### config.mk
export PLATFORM = sky130hd
export DESIGN_NAME = wdt_unit_one
export DESIGN_NICKNAME = d
export VERILOG_FILES = /design/src/rtl/wdt_pkg.sv /design/src/rtl/wdt_link_if.sv /design/src/rtl/wdt_prescaler.sv /design/src/rtl/wdt_reset_pulse.sv /design/src/rtl/wdt_unit_one.sv
export SDC_FILE = /design/constraint.sdc
export NUM_CORES = 1
export LEC_CHECK = 0
export BUFFER_PORTS_ARGS = -buffer_cell sky130_fd_sc_hd__clkbuf_2
export CAP_MARGIN = 20
export CORE_MARGIN = 4
export CORE_UTILIZATION = 25
export CTS_CLUSTER_DIAMETER = 60
export DETAILED_ROUTE_END_ITERATION = 10
export SYNTH_ARGS = -nofsm -noshare
export SYNTH_HDL_FRONTEND = slang
export SYNTH_HIERARCHICAL = 1
export SYNTH_SLANG_ARGS = --single-unit
export TNS_END_PERCENT = 30
### constraint.sdc
create_clock -name sys_clk -period 1.82 [get_ports sys_clk]
set_input_delay 0.091 -clock sys_clk [delete_from_list [all_inputs] [get_ports sys_clk]]
set_output_delay 0.091 -clock sys_clk [all_outputs]
set_load 0.02 [all_outputs]
### src/rtl/wdt_pkg.sv
/*
  constants, field layout and types shared by the watchdog unit one
  control logic: register offsets, control bits, keys, divider taps
  and reset pulse lengths.
  assumes a single 50 mhz system clock domain.
*/
`default_nettype none
package wdt_pkg;
  // apb register byte addresses
  localparam int ADDR_W = 12;
  localparam logic [11:0] CTRL_ADDR = 12'h000;
  localparam logic [11:0] COUNT_ADDR = 12'h004;
  localparam logic [11:0] IRQ_STATUS_ADDR = 12'h008;
  localparam logic [11:0] IRQ_CLEAR_ADDR = 12'h00c;
  localparam logic [11:0] IRQ_ENABLE_ADDR = 12'h010;
  // keys in the upper byte of a shared-address write
  localparam logic [7:0] KEY_COUNT = 8'h5a;
  localparam logic [7:0] KEY_STATUS = 8'ha5;
  localparam int KEY_LSB = 8;
  // watchdog_control_status field positions
  localparam int WRAP_BIT = 7;
  localparam int MODE_BIT = 6;
  localparam int ENABLE_BIT = 5;
  localparam int PSS_BIT = 4;
  localparam int ACTION_BIT = 3;
  localparam int CKS_LSB = 0;
  localparam int CKS_W = 3;
  localparam logic [7:0] CTRL_RESET = 8'h00;
  localparam logic [7:0] COUNT_RESET = 8'h00;
  localparam logic [7:0] COUNT_MAX = 8'hff;
  // interrupt event bits
  localparam int EV_W = 3;
  localparam int EV_WRAP = 0;
  localparam int EV_NMI = 1;
  localparam int EV_RESET = 2;
  localparam logic [2:0] EV_RESET_VAL = 3'h0;
  // prescaler taps, log2 of the divide ratio per clock select code
  localparam int MAIN_W = 17;
  localparam int SUB_W = 8;
  localparam int MAIN_LOG2 [8] = '{1, 6, 7, 9, 11, 13, 15, 17};
  localparam int SUB_LOG2 [8] = '{1, 2, 3, 4, 5, 6, 7, 8};
  // overflow reset pulse lengths in system clocks
  localparam int PULSE_W = 10;
  localparam logic [9:0] RESET_CLOCKS = 10'd518;
  localparam logic [9:0] RESET_OUT_STATES = 10'd132;
  typedef enum logic {PULSE_IDLE, PULSE_ACTIVE} pulse_state_t;
endpackage
`default_nettype wire

### src/rtl/wdt_link_if.sv
/*
  signals between the control core and its two helpers: prescaler tap
  selection with the resulting tick, and the overflow reset pulse.
  assumes all parties run on sys_clk.
*/
`default_nettype none
interface wdt_link_if;
  logic source_select;
  logic [2:0] clock_select;
  logic tick;
  logic reset_start;
  logic internal_reset;
  logic reset_out_n;
  modport prescale (input source_select, input clock_select,
    output tick);
  modport pulse (input reset_start, output internal_reset,
    output reset_out_n);
  modport core (output source_select, output clock_select,
    input tick, output reset_start, input internal_reset,
    input reset_out_n);
endinterface
`default_nettype wire

### src/rtl/wdt_prescaler.sv
/*
  main-clock and sub-clock prescalers for watchdog unit one; emits a
  one-cycle tick at the selected tap.
  assumes sub_clk_pin is an asynchronous 32.768 khz level and that
  sys_clk is far faster than it.
*/
`default_nettype none
module wdt_prescaler
  import wdt_pkg::*;
(
  // clock and reset
  input wire logic sys_clk,
  input wire logic resetn,
  input wire logic ce,
  // sub-clock pin
  input wire logic sub_clk_pin,
  // tap selection
  wdt_link_if.prescale link
);
  logic sync1, sync2, sync3, sub_level, sub_rise;
  logic [MAIN_W-1:0] main_count;
  logic [SUB_W-1:0] sub_count;
  logic [7:0] main_tap, sub_tap;

  // three-stage synchroniser; only agreeing late stages are trusted
  always_ff @(posedge sys_clk or negedge resetn) begin
    if (!resetn) begin
      sync1 <= 1'b0;
      sync2 <= 1'b0;
      sync3 <= 1'b0;
    end else if (ce) begin
      sync1 <= sub_clk_pin;
      sync2 <= sync1;
      sync3 <= sync2;
    end
  end

  assign sub_rise = sync2 & sync3 & ~sub_level;

  // filtered sub-clock level, follows only agreed changes
  always_ff @(posedge sys_clk or negedge resetn) begin
    if (!resetn) begin
      sub_level <= 1'b0;
    end else if (ce && sync2 == sync3) begin
      sub_level <= sync3;
    end
  end

  // free-running dividers; taps are never cleared, so a tap change
  // while counting gives one short first interval
  always_ff @(posedge sys_clk or negedge resetn) begin
    if (!resetn) begin
      main_count <= '0;
      sub_count <= '0;
    end else if (ce) begin
      main_count <= main_count + 1'b1;
      if (sub_rise) begin
        sub_count <= sub_count + 1'b1;
      end
    end
  end

  // one tap per clock select code
  for (genvar i = 0; i < 8; i++) begin : g_tap
    assign main_tap[i] = &main_count[MAIN_LOG2[i]-1:0];
    assign sub_tap[i] = sub_rise & (&sub_count[SUB_LOG2[i]-1:0]);
  end

  // registered tick from the chosen prescaler
  always_ff @(posedge sys_clk or negedge resetn) begin
    if (!resetn) begin
      link.tick <= 1'b0;
    end else if (ce) begin
      link.tick <= link.source_select ? sub_tap[link.clock_select]
                                      : main_tap[link.clock_select];
    end
  end
endmodule
`default_nettype wire

### src/rtl/wdt_reset_pulse.sv
/*
  stretches an overflow reset request into the internal reset and the
  reset output pin pulse.
  assumes reset_start is a one-cycle pulse on sys_clk.
*/
`default_nettype none
module wdt_reset_pulse
  import wdt_pkg::*;
(
  // clock and reset
  input wire logic sys_clk,
  input wire logic resetn,
  input wire logic ce,
  // pulse group
  wdt_link_if.pulse link
);
  pulse_state_t state;
  logic [PULSE_W-1:0] elapsed;

  // a new request during a pulse is absorbed: the chip is resetting
  always_ff @(posedge sys_clk or negedge resetn) begin
    if (!resetn) begin
      state <= PULSE_IDLE;
      elapsed <= '0;
    end else if (ce) begin
      unique case (state)
        PULSE_IDLE: begin
          elapsed <= '0;
          if (link.reset_start) begin
            state <= PULSE_ACTIVE;
          end
        end
        PULSE_ACTIVE: begin
          elapsed <= elapsed + 1'b1;
          if (elapsed == RESET_CLOCKS - 1'b1) begin
            state <= PULSE_IDLE;
          end
        end
      endcase
    end
  end

  // both outputs start together on the first active cycle
  assign link.internal_reset = (state == PULSE_ACTIVE);
  assign link.reset_out_n = ~((state == PULSE_ACTIVE) &&
                              (elapsed < RESET_OUT_STATES));
endmodule
`default_nettype wire

### src/rtl/wdt_unit_one.sv
/*
  watchdog timer unit one: apb register slave, 8-bit up-counter,
  control/status register, overflow actions and interrupt block.
  assumes an apb3 master on sys_clk, an asynchronous sub-clock pin,
  and a system that honours internal_reset and nmi_request.
*/
`default_nettype none
module wdt_unit_one
  import wdt_pkg::*;
(
  // clock, reset, enable
  input wire logic sys_clk,
  input wire logic resetn,
  input wire logic ce,
  // apb slave
  input wire logic psel,
  input wire logic penable,
  input wire logic pwrite,
  input wire logic [wdt_pkg::ADDR_W-1:0] paddr,
  input wire logic [31:0] pwdata,
  output logic [31:0] prdata,
  output logic pready,
  output logic pslverr,
  // sub-clock pin
  input wire logic sub_clk_pin,
  // overflow actions
  output logic interval_overflow_interrupt,
  output logic nmi_request,
  output logic internal_reset,
  output logic reset_out_n,
  // combined interrupt
  output logic irq
);
  import wdt_pkg::*;

  wdt_link_if link ();

  logic wrap_flag, timer_mode_select, count_enable;
  logic prescaler_source_select, overflow_action;
  logic [CKS_W-1:0] clock_select;
  logic [7:0] watchdog_count;
  logic read_armed;
  logic [EV_W-1:0] irq_status, irq_enable, events;
  logic access, mapped, setup;
  logic wr_shared, wr_count, wr_status;
  logic status_read, flag_clear, wrap;
  logic [7:0] status_view;
  logic [7:0] key, payload;
  logic [31:0] next_rdata;

  wdt_prescaler u_prescaler (
    .sys_clk(sys_clk),
    .resetn(resetn),
    .ce(ce),
    .sub_clk_pin(sub_clk_pin),
    .link(link.prescale)
  );

  wdt_reset_pulse u_reset_pulse (
    .sys_clk(sys_clk),
    .resetn(resetn),
    .ce(ce),
    .link(link.pulse)
  );

  // the helpers only see the selection fields
  assign link.source_select = prescaler_source_select;
  assign link.clock_select = clock_select;

  // apb decode; zero wait states, but a frozen block stalls the bus
  assign setup = psel & ~penable;
  assign access = psel & penable & ce;
  assign pready = ce;
  assign mapped = (paddr == CTRL_ADDR) || (paddr == COUNT_ADDR) ||
                  (paddr == IRQ_STATUS_ADDR) ||
                  (paddr == IRQ_CLEAR_ADDR) ||
                  (paddr == IRQ_ENABLE_ADDR);
  assign pslverr = psel & penable & ~mapped;

  // keyed shared-address write, key upper byte, data lower
  assign key = pwdata[KEY_LSB +: 8];
  assign payload = pwdata[7:0];
  assign wr_shared = access & pwrite & (paddr == CTRL_ADDR);
  assign wr_count = wr_shared & (key == KEY_COUNT);
  assign wr_status = wr_shared & (key == KEY_STATUS);
  assign status_read = access & ~pwrite & (paddr == CTRL_ADDR);

  assign status_view = {wrap_flag, timer_mode_select, count_enable,
                        prescaler_source_select, overflow_action,
                        clock_select};

  // read data captured in the setup cycle, steady through access
  always_comb begin
    next_rdata = '0;
    unique case (paddr)
      CTRL_ADDR: next_rdata[7:0] = status_view;
      COUNT_ADDR: next_rdata[7:0] = watchdog_count;
      IRQ_STATUS_ADDR: next_rdata[EV_W-1:0] = irq_status;
      IRQ_ENABLE_ADDR: next_rdata[EV_W-1:0] = irq_enable;
      default: next_rdata = '0;
    endcase
  end

  always_ff @(posedge sys_clk or negedge resetn) begin
    if (!resetn) begin
      prdata <= '0;
    end else if (ce && setup && !pwrite) begin
      prdata <= next_rdata;
    end
  end

  // control fields; keyless or wrongly keyed writes are dropped
  always_ff @(posedge sys_clk or negedge resetn) begin
    if (!resetn) begin
      timer_mode_select <= CTRL_RESET[MODE_BIT];
      count_enable <= CTRL_RESET[ENABLE_BIT];
      prescaler_source_select <= CTRL_RESET[PSS_BIT];
      overflow_action <= CTRL_RESET[ACTION_BIT];
      clock_select <= CTRL_RESET[CKS_LSB +: CKS_W];
    end else if (ce && wr_status) begin
      timer_mode_select <= payload[MODE_BIT];
      count_enable <= payload[ENABLE_BIT];
      prescaler_source_select <= payload[PSS_BIT];
      overflow_action <= payload[ACTION_BIT];
      clock_select <= payload[CKS_LSB +: CKS_W];
    end
  end

  // wrap detection: only a real tick at ff wraps, not a write
  assign wrap = count_enable & link.tick & ~wr_count &
                (watchdog_count == COUNT_MAX);

  // counter; a write wins over a coincident tick
  always_ff @(posedge sys_clk or negedge resetn) begin
    if (!resetn) begin
      watchdog_count <= COUNT_RESET;
    end else if (ce) begin
      if (!count_enable) begin
        watchdog_count <= COUNT_RESET;
      end else if (wr_count) begin
        watchdog_count <= payload;
      end else if (link.tick) begin
        watchdog_count <= watchdog_count + 1'b1;
      end
    end
  end

  // a status read that sees the flag set arms the clearing write;
  // the arm is spent by any keyed status write
  always_ff @(posedge sys_clk or negedge resetn) begin
    if (!resetn) begin
      read_armed <= 1'b0;
    end else if (ce) begin
      if (status_read && wrap_flag) begin
        read_armed <= 1'b1;
      end else if (wr_status || !wrap_flag) begin
        read_armed <= 1'b0;
      end
    end
  end

  // writing one to the flag position never sets it
  assign flag_clear = (wr_status & ~payload[WRAP_BIT] & read_armed) |
                      (wr_status & ~payload[ENABLE_BIT]) |
                      link.internal_reset;

  // overflow flag; a wrap in the clearing cycle wins
  always_ff @(posedge sys_clk or negedge resetn) begin
    if (!resetn) begin
      wrap_flag <= CTRL_RESET[WRAP_BIT];
    end else if (ce) begin
      if (wrap) begin
        wrap_flag <= 1'b1;
      end else if (flag_clear) begin
        wrap_flag <= 1'b0;
      end
    end
  end

  // overflow actions: interval request follows the flag directly
  assign interval_overflow_interrupt = wrap_flag & ~timer_mode_select;
  assign link.reset_start = wrap & timer_mode_select & overflow_action;
  assign internal_reset = link.internal_reset;
  assign reset_out_n = link.reset_out_n;

  // nmi request is a one-cycle registered pulse
  always_ff @(posedge sys_clk or negedge resetn) begin
    if (!resetn) begin
      nmi_request <= 1'b0;
    end else if (ce) begin
      nmi_request <= wrap & timer_mode_select & ~overflow_action;
    end
  end

  // event bits for the interrupt block
  assign events[EV_WRAP] = wrap;
  assign events[EV_NMI] = wrap & timer_mode_select & ~overflow_action;
  assign events[EV_RESET] = link.reset_start;

  // sticky status, write-one-to-clear; a new event beats the clear
  always_ff @(posedge sys_clk or negedge resetn) begin
    if (!resetn) begin
      irq_status <= EV_RESET_VAL;
    end else if (ce) begin
      if (access && pwrite && paddr == IRQ_CLEAR_ADDR) begin
        irq_status <= (irq_status & ~pwdata[EV_W-1:0]) | events;
      end else begin
        irq_status <= irq_status | events;
      end
    end
  end

  // interrupt enable register
  always_ff @(posedge sys_clk or negedge resetn) begin
    if (!resetn) begin
      irq_enable <= EV_RESET_VAL;
    end else if (ce && access && pwrite &&
                 paddr == IRQ_ENABLE_ADDR) begin
      irq_enable <= pwdata[EV_W-1:0];
    end
  end

  // level interrupt while any enabled status bit is set
  assign irq = |(irq_status & irq_enable);
endmodule
`default_nettype wire

==> impl_metrics.yaml <==
timing:
  drv_slew: 0
  hold_ws_ps: 20.5
  timing.final.crit_share_pct: 98.4
  setup_violations: 0
  finalCriticalPeriod_ps: 1790
  clock_skew_ps: 10.6
  relSlewSlack_pct: 66.7
  max_freq_mhz: 559
  hold_violations: 0
  finalSetupTns_ps: 0
  worst_pin_slew_ps: 496
  grt_setup_unrepaired: "true"
  worst_slack_ps: 29.9
placed_design:
  post-place-cells: 713
  dpl_cell_area_um2: 4820
  io_buffers: 49
  globalplace.congestion: 0.797
  detailed_place_hpwl_um: 7320
  pre_cts_ws_ps: -299
drt:
  antenna_left: 0
  wl_um: 10100
  drcViolationCount: 0
  avgRoutedWirePerCell_um: 13.8
  drt_pass1_iterations: 5
  drt_iter0_markers: 250
  vias: 3532
  vias_per_cell: 4.79
layout:
  mostFrequentLayoutCell: "dfrtp_1"
  layout-drive-gt1-share_pct: 27.9
  area_growth_pct: 25.6
  antenna_cells: 0
  seq_area_um2: 1830
  stdcell_count: 737
  multi_input_area_um2: 2220
  fill_cells: 1719
  fin_area_um2: 5280
  layout_common_cells: "dfrtp_1 (73), clkbuf_2 (47), nand2_1 (35), buf_4 (35), o21ai_0 (30)"
  finish.utilization_pct: 31.9
  final_nets: 574
setup_path:
  critPathSlowestCell: "or4_4"
  slowest_delay_ps: 560
  worstPathCellList: "or4_4 -> o21ai_2 -> nand3_1 -> buf_6"
  cp_max_fo: 2
  crit_arrival_ps: 1700
  critPathRequiredTime_ps: 1730
  rr_worst_depth: 8
  path_class: "reg -> out"
  critPathCaptureType: "output port"
  critPathLaunchType: "flop"
synth:
  synth_edf_count: 0
  ys.flop_type: "dfrtp_1"
  synth-seq-cells: 73
  syn_area_per_cell_um2: 9.82
  yosysWarnings: 6
  async_reset_ff_share_pct: 100
  ys_seq_area_share_pct: 43.5
  synthCells: 428
  yosysUniqueCellTypes: 64
  syn_area_um2: 4200
global_route:
  grt_usage_pct: 10.5
  grt_max_degree: 74
  busiest_layer: "met2"
  grt_overflow: 0
  grtUsageMet1_pct: 13.7
  met3_usage_pct: 2.96
  antenna_found_initial: 0
  grt_pass1_vias: 3296
  grt_first_pass_wirelength_um: 16000
  grtUsageMet2_pct: 17.2
floorplan:
  core-area_um2: 16500
  die_h_um: 138
  start_util_pct: 25.4
  dieArea_um2: 18900
  ios: 90
  die_w_um: 138
  rows: 47
run:
  drv_cap: 0
min_path:
  worstHoldPathType: "in -> reg"
  holdPathStages: 2
clock_network:
  tritoncts: "built"
  cts-root-buf: "clkbuf_16"
  ctsHtreeMaxLevel: 3
  path_clk_slew_ps: 60
  clockBufferDepth: 2
  cts_inserted_buffers: 9
  insertion_delay_ps: 340
  cts.sinks: 73
power:
  power_leakage_nw: 2.37
  vdd_drop_max_mv: 0.463
  fin_total_pwr_mw: 4.66
  power.density_nw_per_um2: 882
status:
  outcome: "complete, no violations"
-- worst max-delay path, delay by kind of cell, from the launching register on --
family	cells	cell delay (ps)
AND/OR/NAND/NOR	2	680
flip-flops	1	400
AO/OA/AOI/OAI	1	120
buffers and inverters	1	170
-- synthesized netlist by cell type (11+ instances only) --
cell type	number	share of area [%]
and3_1	11	1.6
mux2_2	19	5.1
ha_1	11	3.3
a21oi_1	11	1.3
nand4_1	19	2.8
dfrtp_1	73	43
nand2_1	35	3.1
o21ai_0	32	3.8
nand3_1	19	2.3
xnor2_1	14	2.9
buf_4	25	4.5
inv_1	16	1.4
nor2_1	16	1.4
nor3_1	12	1.4
-- kinds of logic after synthesis --
family / after synthesis / synth area share (%)
simple gates: 168 / 23.1
mux: 28 / 7.23
other cells: 1 / 0.0892
fa+ha+maj: 11 / 3.27
flops: 73 / 43.5
compound gates: 74 / 11.4
buf+inv: 54 / 7.47
xor+xnor: 19 / 3.96
-- per-layer routing --
metal / wire length [um] / vias to the layer above
li1: - / 1681
met4: 102 / 0
met5: 0 / -
met1: 4550 / 1747
met3: 680 / 10
met2: 4810 / 94
-- layout make-up --
cell class | count | share of cell area [%]
Multi-Input combinational cell | 324 | 42.1
Sequential cell | 73 | 34.6
Timing Repair Buffer | 88 | 10.9
Tap cell | 220 | 5.21
Clock buffer | 10 | 4.34
Clock inverter | 6 | 1.75
Inverter | 16 | 1.14
-- state kept, by name, indices dropped and copies added, names as in the netlist --
register and cells:
irq_enable 3, u_prescaler/sync3 1, u_prescaler/link.tick 1, u_reset_pulse/elapsed 10, watchdog_count 8, u_prescaler/sync1 1, overflow_action 1, clock_select 3
u_prescaler/sub_level 1, nmi_request 1, u_reset_pulse/link.internal_reset 1, prdata 8, u_prescaler/sync2 1, irq_status 3, count_enable 1, u_prescaler/main_count 17
link.source_select 1, read_armed 1, wrap_flag 1, timer_mode_select 1, u_prescaler/sub_count 8
-- where the power goes --
group          leakage (nW)  switching, mW  internal, mW  total, mW
clock                 0.149          0.694          1.20       1.90
sequential            0.974          0.144          1.79       1.94
combinational          1.25          0.423         0.396      0.819
-- timing repair --
item / in CTS / in global routing
hold buffers: 2 / 0
buffers inserted: 3 / 3
pin swaps: 0 / 4
hold endpoints to repair: 74 / 0
setup endpoints to repair: 4 / 9
resized for setup: 5 / 13
-- path summary, 6_finish.rpt --
path,to,slack [ps],from
hold reg to reg,u_prescaler/main_count[15],480,u_prescaler/main_count[15]
min in group asynchronous,prdata[3],300,resetn
setup reg to reg,u_prescaler/link.tick,30,u_prescaler/main_count[0]
setup / recovery,reset_out_n,30,u_reset_pulse/elapsed[4]
hold / removal,timer_mode_select,20,pwdata[6]
max in group asynchronous,prdata[2],1170,resetn
Power figures use the tool's default switching activity.
